File: config.mk
export PLATFORM = sky130hd
export DESIGN_NAME = vint_unit
export DESIGN_NICKNAME = d
export VERILOG_FILES = /design/src/hdl/vint_sync.v /design/src/hdl/vint_unit.v
export VERILOG_INCLUDE_DIRS = /design/src /design/src/hdl
export SDC_FILE = /design/constraint.sdc
export NUM_CORES = 1
export LEC_CHECK = 0
export BUFFER_PORTS_ARGS = -buffer_cell sky130_fd_sc_hd__buf_2
export CAP_MARGIN = 30
export CORE_UTILIZATION = 40
export CTS_CLUSTER_DIAMETER = 40
export CTS_CLUSTER_SIZE = 28
export DETAILED_ROUTE_END_ITERATION = 7
export GPL_ROUTABILITY_DRIVEN = 0
export GPL_TIMING_DRIVEN = 0
export HOLD_SLACK_MARGIN = 0.1
export PLACE_DENSITY = 0.55
export SYNTH_ARGS = -nofsm -noshare
export SYNTH_HDL_FRONTEND = slang
export SYNTH_SLANG_ARGS = --single-unit
File: constraint.sdc
create_clock -name CLK -period 10.4 [get_ports CLK]
set_input_delay 1.04 -clock CLK [delete_from_list [all_inputs] [get_ports CLK]]
set_output_delay 1.04 -clock CLK [all_outputs]
set_load 0.005 [all_outputs]
File: src/hdl/vint_regs.vh
// Register offsets, field positions and constants of the interrupt unit
`ifndef VINT_REGS_VH
`define VINT_REGS_VH
// APB byte offsets
`define OFS_MASK        12'h000
`define OFS_CONTROL     12'h004
`define OFS_FORCE_CLEAR 12'h008
`define OFS_ARITH       12'h00C
`define OFS_MODE        12'h010
`define OFS_STATUS      12'h014
`define OFS_COMMAND     12'h018
// Control register fields
`define CTL_EDGE_LO     0
`define CTL_EDGE_HI     2
`define CTL_NEST_BIT    4
`define CTL_ALT_BIT     5
// Force/clear fields: force in [13:8], clear in [5:0]
`define FC_FORCE_LO     8
// Command register bits
`define CMD_RTI_BIT     0
// Vector map
`define VEC_RESET       14'h0000
`define VEC_BASE        14'h0004
`define VEC_STEP        14'h0004
`define NUM_SRC         6
`define STACK_DEPTH     7
`define MASK_RESET      6'h00
`define CONTROL_RESET   6'h00
// Least reset hold at power-up, in clock cycles
`define RESET_HOLD_CYC  2000
`endif

File: src/hdl/vint_sync.v
// Three-stage pin synchroniser with agreement filter
`timescale 1ns/10ps
`default_nettype none
module vint_sync #(
	parameter WIDTH = 3
) (
	input  wire             CLK,
	input  wire             RST,
	input  wire [WIDTH-1:0] PIN,
	output reg  [WIDTH-1:0] LEVEL
);
	reg [WIDTH-1:0] stage_a;
	reg [WIDTH-1:0] stage_b;
	reg [WIDTH-1:0] stage_c;
	integer i;
	// Pins are active low, so idle state is all ones
	always @(posedge CLK) begin
		if (RST) begin
			stage_a <= {WIDTH{1'b1}};
			stage_b <= {WIDTH{1'b1}};
			stage_c <= {WIDTH{1'b1}};
			LEVEL   <= {WIDTH{1'b1}};
		end else begin
			stage_a <= PIN;
			stage_b <= stage_a;
			stage_c <= stage_b;
			for (i = 0; i < WIDTH; i = i + 1) begin
				if (stage_b[i] == stage_c[i]) begin
					LEVEL[i] <= stage_c[i];
				end
			end
		end
	end
endmodule
`default_nettype wire

File: src/hdl/vint_unit.v
// Prioritized vectored interrupt unit with status stack and APB registers
`timescale 1ns/10ps
`default_nettype none
`include "vint_regs.vh"
module vint_unit (
	input  wire        CLK,
	input  wire        RST,
	input  wire        PSEL,
	input  wire        PENABLE,
	input  wire        PWRITE,
	input  wire [11:0] PADDR,
	input  wire [31:0] PWDATA,
	output wire [31:0] PRDATA,
	output wire        PREADY,
	output wire        PSLVERR,
	input  wire        EXT_INT_REQ_TWO_N,
	input  wire        RX_FRAME_SYNC_B,
	input  wire        TX_FRAME_SYNC_B,
	input  wire        RX_DATA_B,
	output wire        TX_DATA_B,
	output wire        FLAG_INPUT,
	input  wire        FLAG_OUTPUT,
	input  wire        SERIAL_B_ALT,
	input  wire        SERIAL_A_TX_INT,
	input  wire        SERIAL_A_RX_INT,
	input  wire        SERIAL_B_TX_INT,
	input  wire        SERIAL_B_RX_INT,
	input  wire        TIMER_INT,
	input  wire        SERIAL_B_TX_DATA,
	input  wire        RTI,
	input  wire        INSN_DONE,
	input  wire        BUS_REQUEST_N,
	input  wire        MEMORY_MAP_SELECT,
	output reg         TAKE,
	output reg  [13:0] VECTOR,
	output reg  [2:0]  ACTIVE_SRC,
	output reg         BOOT_START,
	output reg         FETCH_START
);
	// ==========================================================
	// Helpers
	function [2:0] top_source;
		input [5:0] req;
		integer k;
		begin
			top_source = 3'h7;
			for (k = `NUM_SRC - 1; k >= 0; k = k - 1) begin
				if (req[k]) begin
					top_source = k[2:0];
				end
			end
		end
	endfunction

	function [5:0] onehot;
		input [2:0] idx;
		begin
			onehot = 6'h01 << idx;
		end
	endfunction

	// ==========================================================
	// Pin synchronisers (pins active low)
	wire [2:0] ext_raw;
	wire [2:0] ext_level;
	wire [1:0] sys_level;
	assign ext_raw = {EXT_INT_REQ_TWO_N,
		SERIAL_B_ALT ? TX_FRAME_SYNC_B : 1'b1,
		SERIAL_B_ALT ? RX_FRAME_SYNC_B : 1'b1};
	assign FLAG_INPUT = SERIAL_B_ALT ? RX_DATA_B : 1'b0;
	assign TX_DATA_B  = SERIAL_B_ALT ? FLAG_OUTPUT : SERIAL_B_TX_DATA;

	vint_sync #(.WIDTH(3)) u_sync (
		.CLK   (CLK),
		.RST   (RST),
		.PIN   (ext_raw),
		.LEVEL (ext_level)
	);

	// Bus request and map pins are filtered too; a request reads as
	// pending during reset so boot never starts on an unsettled pin
	vint_sync #(.WIDTH(2)) u_sys_sync (
		.CLK   (CLK),
		.RST   (RST),
		.PIN   ({~BUS_REQUEST_N, ~MEMORY_MAP_SELECT}),
		.LEVEL (sys_level)
	);
	wire bus_req_pend = sys_level[1];
	wire map_low      = sys_level[0];

	// ==========================================================
	// Registers
	reg  [5:0]  interrupt_mask_reg;
	reg  [5:0]  interrupt_control_reg;
	reg  [15:0] arith_status_reg;
	reg  [15:0] mode_status_reg;
	reg  [5:0]  edge_latch;
	reg  [5:0]  force_latch;
	reg  [2:0]  ext_prev;
	reg         booted;
	reg  [2:0]  depth;
	reg  [37:0] stack_mem [0:`STACK_DEPTH-1];
	reg  [2:0]  serv_stack [0:`STACK_DEPTH-1];
	reg  [31:0] rdata;
	reg         rti_sw;

	wire wr_en = PSEL & PENABLE & PWRITE;
	wire rd_setup = PSEL & ~PENABLE & ~PWRITE;
	wire mapped = (PADDR == `OFS_MASK) || (PADDR == `OFS_CONTROL) ||
		(PADDR == `OFS_FORCE_CLEAR) || (PADDR == `OFS_ARITH) ||
		(PADDR == `OFS_MODE) || (PADDR == `OFS_STATUS) ||
		(PADDR == `OFS_COMMAND);
	assign PREADY  = 1'b1;
	assign PSLVERR = PSEL & PENABLE & ~mapped;
	assign PRDATA  = rdata;

	wire       wr_fc   = wr_en & (PADDR == `OFS_FORCE_CLEAR);
	wire [5:0] clr_bit = wr_fc ? PWDATA[5:0] : 6'h00;
	wire [5:0] frc_bit = wr_fc ? PWDATA[`FC_FORCE_LO+5:`FC_FORCE_LO] :
		6'h00;

	// ==========================================================
	// Request formation
	// Source order: 0 ext two, 1 A tx, 2 A rx, 3 B tx/ext one,
	// 4 B rx/ext zero, 5 timer
	wire [2:0] ext_act  = ~ext_level;
	wire [2:0] ext_rise = ext_act & ~ext_prev;
	wire [2:0] edge_sel =
		interrupt_control_reg[`CTL_EDGE_HI:`CTL_EDGE_LO];
	wire [5:0] ext_map_level = {1'b0, ext_act[0], ext_act[1],
		2'b00, ext_act[2]};
	wire [5:0] ext_map_rise  = {1'b0, ext_rise[0], ext_rise[1],
		2'b00, ext_rise[2]};
	wire [5:0] ext_map_edge  = {1'b0, edge_sel[0], edge_sel[1],
		2'b00, edge_sel[2]};
	wire [5:0] ext_src = {1'b0, SERIAL_B_ALT, SERIAL_B_ALT, 2'b00, 1'b1};
	wire [5:0] int_req = {TIMER_INT,
		~SERIAL_B_ALT & SERIAL_B_RX_INT,
		~SERIAL_B_ALT & SERIAL_B_TX_INT,
		SERIAL_A_RX_INT, SERIAL_A_TX_INT, 1'b0};
	// level sources follow pin, edge sources latched
	wire [5:0] level_req = ext_src & ~ext_map_edge & ext_map_level;
	wire [5:0] pending = edge_latch | force_latch | int_req | level_req;
	// mask gating; reset is not a source here
	wire [5:0] unmasked = pending & interrupt_mask_reg;

	// nesting decides which requests may preempt
	wire       nested   = interrupt_control_reg[`CTL_NEST_BIT];
	wire [2:0] cur_src  = (depth == 3'd0) ? 3'h7 :
		serv_stack[depth - 3'd1];
	wire [5:0] higher   = (cur_src == 3'h7) ? 6'h3F :
		(onehot(cur_src) - 6'h01);
	wire [5:0] eligible = (depth == 3'd0) ? unmasked :
		(nested ? (unmasked & higher) : 6'h00);
	wire [2:0] win      = top_source(eligible);
	wire       take_now = (win != 3'h7) & INSN_DONE & booted &
		(depth < `STACK_DEPTH);
	// A return in a take cycle is dropped; the take goes ahead and the return is lost
	wire       pop      = (RTI | rti_sw) & (depth != 3'd0) & ~take_now;

	// ==========================================================
	// Pending latches
	integer j;
	always @(posedge CLK) begin
		if (RST) begin
			edge_latch  <= 6'h00;
			force_latch <= 6'h00;
			ext_prev    <= 3'b000;
		end else begin
			ext_prev <= ext_act;
			for (j = 0; j < `NUM_SRC; j = j + 1) begin
				// set wins over acknowledge or clear
				if (ext_src[j] & ext_map_edge[j] & ext_map_rise[j]) begin
					edge_latch[j] <= 1'b1;
				end else if (clr_bit[j] |
					(take_now & (win == j[2:0]))) begin
					edge_latch[j] <= 1'b0;
				end
				// force and clear bits per source
				if (frc_bit[j]) begin
					force_latch[j] <= 1'b1;
				end else if (clr_bit[j] |
					(take_now & (win == j[2:0]))) begin
					force_latch[j] <= 1'b0;
				end
			end
		end
	end

	// ==========================================================
	// Status stack and register writes
	wire [37:0] top_entry = stack_mem[depth - 3'd1];
	integer s;
	always @(posedge CLK) begin
		if (RST) begin
			// empty stack, all masked, mode cleared
			depth                 <= 3'd0;
			interrupt_mask_reg    <= `MASK_RESET;
			interrupt_control_reg <= `CONTROL_RESET;
			mode_status_reg       <= 16'h0000;
			arith_status_reg      <= 16'h0000;
			TAKE                  <= 1'b0;
			VECTOR                <= `VEC_RESET;
			ACTIVE_SRC            <= 3'h7;
			rti_sw                <= 1'b0;
			for (s = 0; s < `STACK_DEPTH; s = s + 1) begin
				stack_mem[s]  <= 38'h0;
				serv_stack[s] <= 3'h7;
			end
		end else begin
			TAKE   <= 1'b0;
			rti_sw <= wr_en & (PADDR == `OFS_COMMAND) &
				PWDATA[`CMD_RTI_BIT];
			if (wr_en & (PADDR == `OFS_MASK)) begin
				interrupt_mask_reg <= PWDATA[5:0];
			end
			if (wr_en & (PADDR == `OFS_CONTROL)) begin
				interrupt_control_reg <= PWDATA[5:0];
			end
			if (wr_en & (PADDR == `OFS_ARITH)) begin
				arith_status_reg <= PWDATA[15:0];
			end
			if (wr_en & (PADDR == `OFS_MODE)) begin
				mode_status_reg <= PWDATA[15:0];
			end
			if (take_now) begin
				stack_mem[depth]  <= {arith_status_reg,
					mode_status_reg, interrupt_mask_reg};
				serv_stack[depth] <= win;
				depth             <= depth + 3'd1;
				TAKE              <= 1'b1;
				// vector is base plus four words per slot
				VECTOR     <= `VEC_BASE + ({11'h000, win} << 2);
				ACTIVE_SRC <= win;
			end else if (pop) begin
				arith_status_reg   <= top_entry[37:22];
				mode_status_reg    <= top_entry[21:6];
				interrupt_mask_reg <= top_entry[5:0];
				depth              <= depth - 3'd1;
				ACTIVE_SRC         <= (depth == 3'd1) ? 3'h7 :
					serv_stack[depth - 3'd2];
			end
		end
	end

	// ==========================================================
	// Boot start after reset
	always @(posedge CLK) begin
		if (RST) begin
			booted      <= 1'b0;
			BOOT_START  <= 1'b0;
			FETCH_START <= 1'b0;
		end else begin
			BOOT_START  <= 1'b0;
			FETCH_START <= 1'b0;
			// boot once no bus request is pending; boot start only with map low
			if (~booted & ~bus_req_pend) begin
				booted      <= 1'b1;
				BOOT_START  <= map_low;
				FETCH_START <= 1'b1;
			end
		end
	end

	// ==========================================================
	// Read mux; force/clear reads zero (write-only)
	// Captured in the setup cycle so read data comes from a flop and
	// stands through the whole access phase
	always @(posedge CLK) begin
		if (RST) begin
			rdata <= 32'h00000000;
		end else if (rd_setup) begin
			case (PADDR)
			`OFS_MASK:    rdata <= {26'h0, interrupt_mask_reg};
			`OFS_CONTROL: rdata <= {26'h0, interrupt_control_reg};
			`OFS_ARITH:   rdata <= {16'h0, arith_status_reg};
			`OFS_MODE:    rdata <= {16'h0, mode_status_reg};
			`OFS_STATUS:  rdata <= {16'h0, ACTIVE_SRC, 2'b00,
				depth, 2'b00, pending};
			default:      rdata <= 32'h00000000;
			endcase
		end
	end
endmodule
`default_nettype wire

==> reports/results.ini <==
[layout]
layout-area-overhead-vs-synth_pct = 18.47
reg_top3 = stack_mem: 304 flops, serv_stack: 24 flops
top_register = stack_mem
nets = 1799
largest_reg_flops = 304
n_fill_cell = 4239
drive_above_1_share_pct = 20.16
fin_util_pct = 48.45
final_cell_mix = 287 x edfxtp_1, 262 x nor2_1, 148 x dfxtp_1, 92 x clkbuf_1, 89 x nand2_1
insertedDiodeCount = 0
layout_commonest_cell = edfxtp_1

[logic_synthesis]
syn_area_mm2 = 0.01920
avgSynthCellArea_um2 = 12.40
synth_cells = 1548
synth.area.top_cells = edfxtp_1 45%, dfxtp_1 15%, mux4_2 10%
ys_warn_count = 0
ys_seq_area_share_pct = 60.31
synth-edff-count = 287
post-synth-top-area-cell = edfxtp_1
yosys.area.top_type_share_pct = 44.88
synth_ff_type = edfxtp_1
async_flop_share_pct = 0
synth-seq-cells = 435
synth.distinct_cells = 62

[sta]
setup_violations = 0
finalMaxSlewViolations = 0
rsz0062_at_grt = no
hold_slack_ns = 0.4174
min_period_ns = 8.511
finalClockSkew_ns = 0.01326
finalSetupTns_ns = 0
max_slew_margin_pct = 35.00
worst_pin_slew_ns = 0.9750
fmaxAchievable_mhz = 117.5
final-hold-violation-count = 0
fin_crit_sh_pct = 81.84

[detailed_routing]
wl_per_cell_um = 24.81
ant_nets = 0
vias = 13387
viasPerCell = 5.630
dr.pass1.iters = 7
drt_iter0_drc = 1232
wirelength_mm = 58.99
drc = 0

[clock_tree]
ctsHoldBuffers = 0
path_clk_slew_ns = 0.05
cts_max_path_buffers = 3
cts-resized-gates = 0
cts_sinks = 435
cts_tree = built
cts_made_buffers = 59
cts_setup_buffers = 0
cts-root-buf = clkbuf_16
htreeDepth = 2
clk_latency_ns = 0.61

[floorplan]
rows = 79
die_w_um = 221.1
io_pins = 121
start_util_pct = 40.90
core_area_mm2 = 0.04695
die_area_mm2 = 0.04889
die_y_um = 221.1

[place]
numPortBuffers = 75
dp_hpwl_mm = 41.22

[power]
ir_worst_vdd_uv = 122.7
power_leakage_uw = 0.008110
total_power_uw = 5746
power_density_mw_per_mm2 = 252.6

[run_status]
status = finished clean

[flow_run]
cap_violations = 0

[worst_setup_path]
cp.required_ns = 10.68
cp.arrival_ns = 8.79
crit_fanout = 22
crit_path_max_incr_delay_ns = 0.62
crit_path_end_kind = flop
critical_path_class = reg2reg
critPathLaunchType = flop
cpMaxStageDelayCell = xor2_2

[grt]
grt_max_degree = 42
first_global_vias = 13512
grt-ovfl-total = 0
grt_antenna_before_repair = 0
grt_first_pass_wirelength_mm = 87.48
track_usage_pct = 24.20

[worst_hold_path]
hold_path.class = reg2reg

cell usage after synthesis, types with 12 or more instances:
| cell type | count |
|---|---|
| and2_1 | 41 |
| edfxtp_1 | 287 |
| ha_1 | 12 |
| nand2_1 | 93 |
| clkbuf_1 | 87 |
| buf_4 | 29 |
| nor2_1 | 262 |
| a211oi_1 | 81 |
| inv_1 | 47 |
| mux2i_1 | 59 |
| dfxtp_1 | 148 |
| o21ai_0 | 27 |
| a21oi_1 | 84 |
| mux4_2 | 87 |
| a22oi_1 | 15 |
| nand3_1 | 13 |
| or2_2 | 17 |
| nor2b_1 | 41 |
| nor3_1 | 12 |
per-layer routing:
metal / global-route usage, % / wire length, µm / up-vias
met2: 38.55 / 27300 / 566
met4: 9.091 / 1939 / 0
met5: 0 / 0 / -
met1: 32.51 / 25040 / 6732
met3: 5.072 / 4714 / 112
li1: - / - / 5977
metrics by stage:
stage	instances	setup slack (ns)	instance area, µm²
after CTS	2376	1.930	22730
after floorplan	1573	3.579	19300
after global placement	2255	0.9393	20430
after global routing	2378	1.451	22750
final	2378	1.889	22750
after detailed placement	2266	1.964	20640
where the power goes:
part	switching (µW)	internal (µW)	leakage (µW)
Combinational	952	619	0.00294
Sequential	126	1930	0.00415
Clock	815	1300	0.00102
Total	1890	3850	0.00811
final timing paths:
| kind | from | endpoint | slack, ns | cells after the start |
|---|---|---|---|---|
| worst max-delay path | depth[1]$_SDFFE_PP0P_ | stack_mem[0][17]$_SDFFCE_PN0P_ | 1.89 | 26 |
| worst min-delay path | u_sys_sync.stage_a[0]$_SDFF_PP1_ | u_sys_sync.stage_b[0]$_SDFF_PP1_ | 0.42 | 1 |
| worst max register to register | depth[1]$_SDFFE_PP0P_ | stack_mem[0][17]$_SDFFCE_PN0P_ | 1.89 | 26 |
| worst min register to register | u_sys_sync.stage_a[0]$_SDFF_PP1_ | u_sys_sync.stage_b[0]$_SDFF_PP1_ | 0.42 | 1 |
critical path, delay by kind of cell, from the launching register on:
family / cells / cell delay, ns
buffers and inverters: 9 / 2.66
AND/OR/NAND/NOR: 8 / 2.03
AO/OA/AOI/OAI: 3 / 1.19
adder cells (fa/ha/maj): 4 / 0.86
XOR/XNOR: 1 / 0.62
multiplexers: 1 / 0.42
flip-flops: 1 / 0.37
cells by family (layout without fill, tap and decap cells):
kind of cell	Yosys count	count (layout)	synth area share, %
xor gates and xnor gates	4	4	0.2216
muxes	156	156	13.87
buffers and inverters	183	381	4.300
and+or+nand+nor	507	507	11.86
adders and majority gates	12	12	0.7819
other	2	27	0.03911
AOI/OAI and AO/OA	249	249	8.621
DFF	435	435	60.31
area by class of cell:
type                    instances  area (µm²)  area share, %
flip-flops and latches        435       11580          50.91
clock inverters                36       420.4          1.848
clock buffers                  74        1667          7.326
inverters                      50       187.7         0.8250
well taps                     607       759.5          3.339
repair buffers                 88       588.1          2.585
plain buffers                 133       638.1          2.805
multi-input cells             955        6907          30.36
Note: power is estimated with default switching activity, not from simulation.
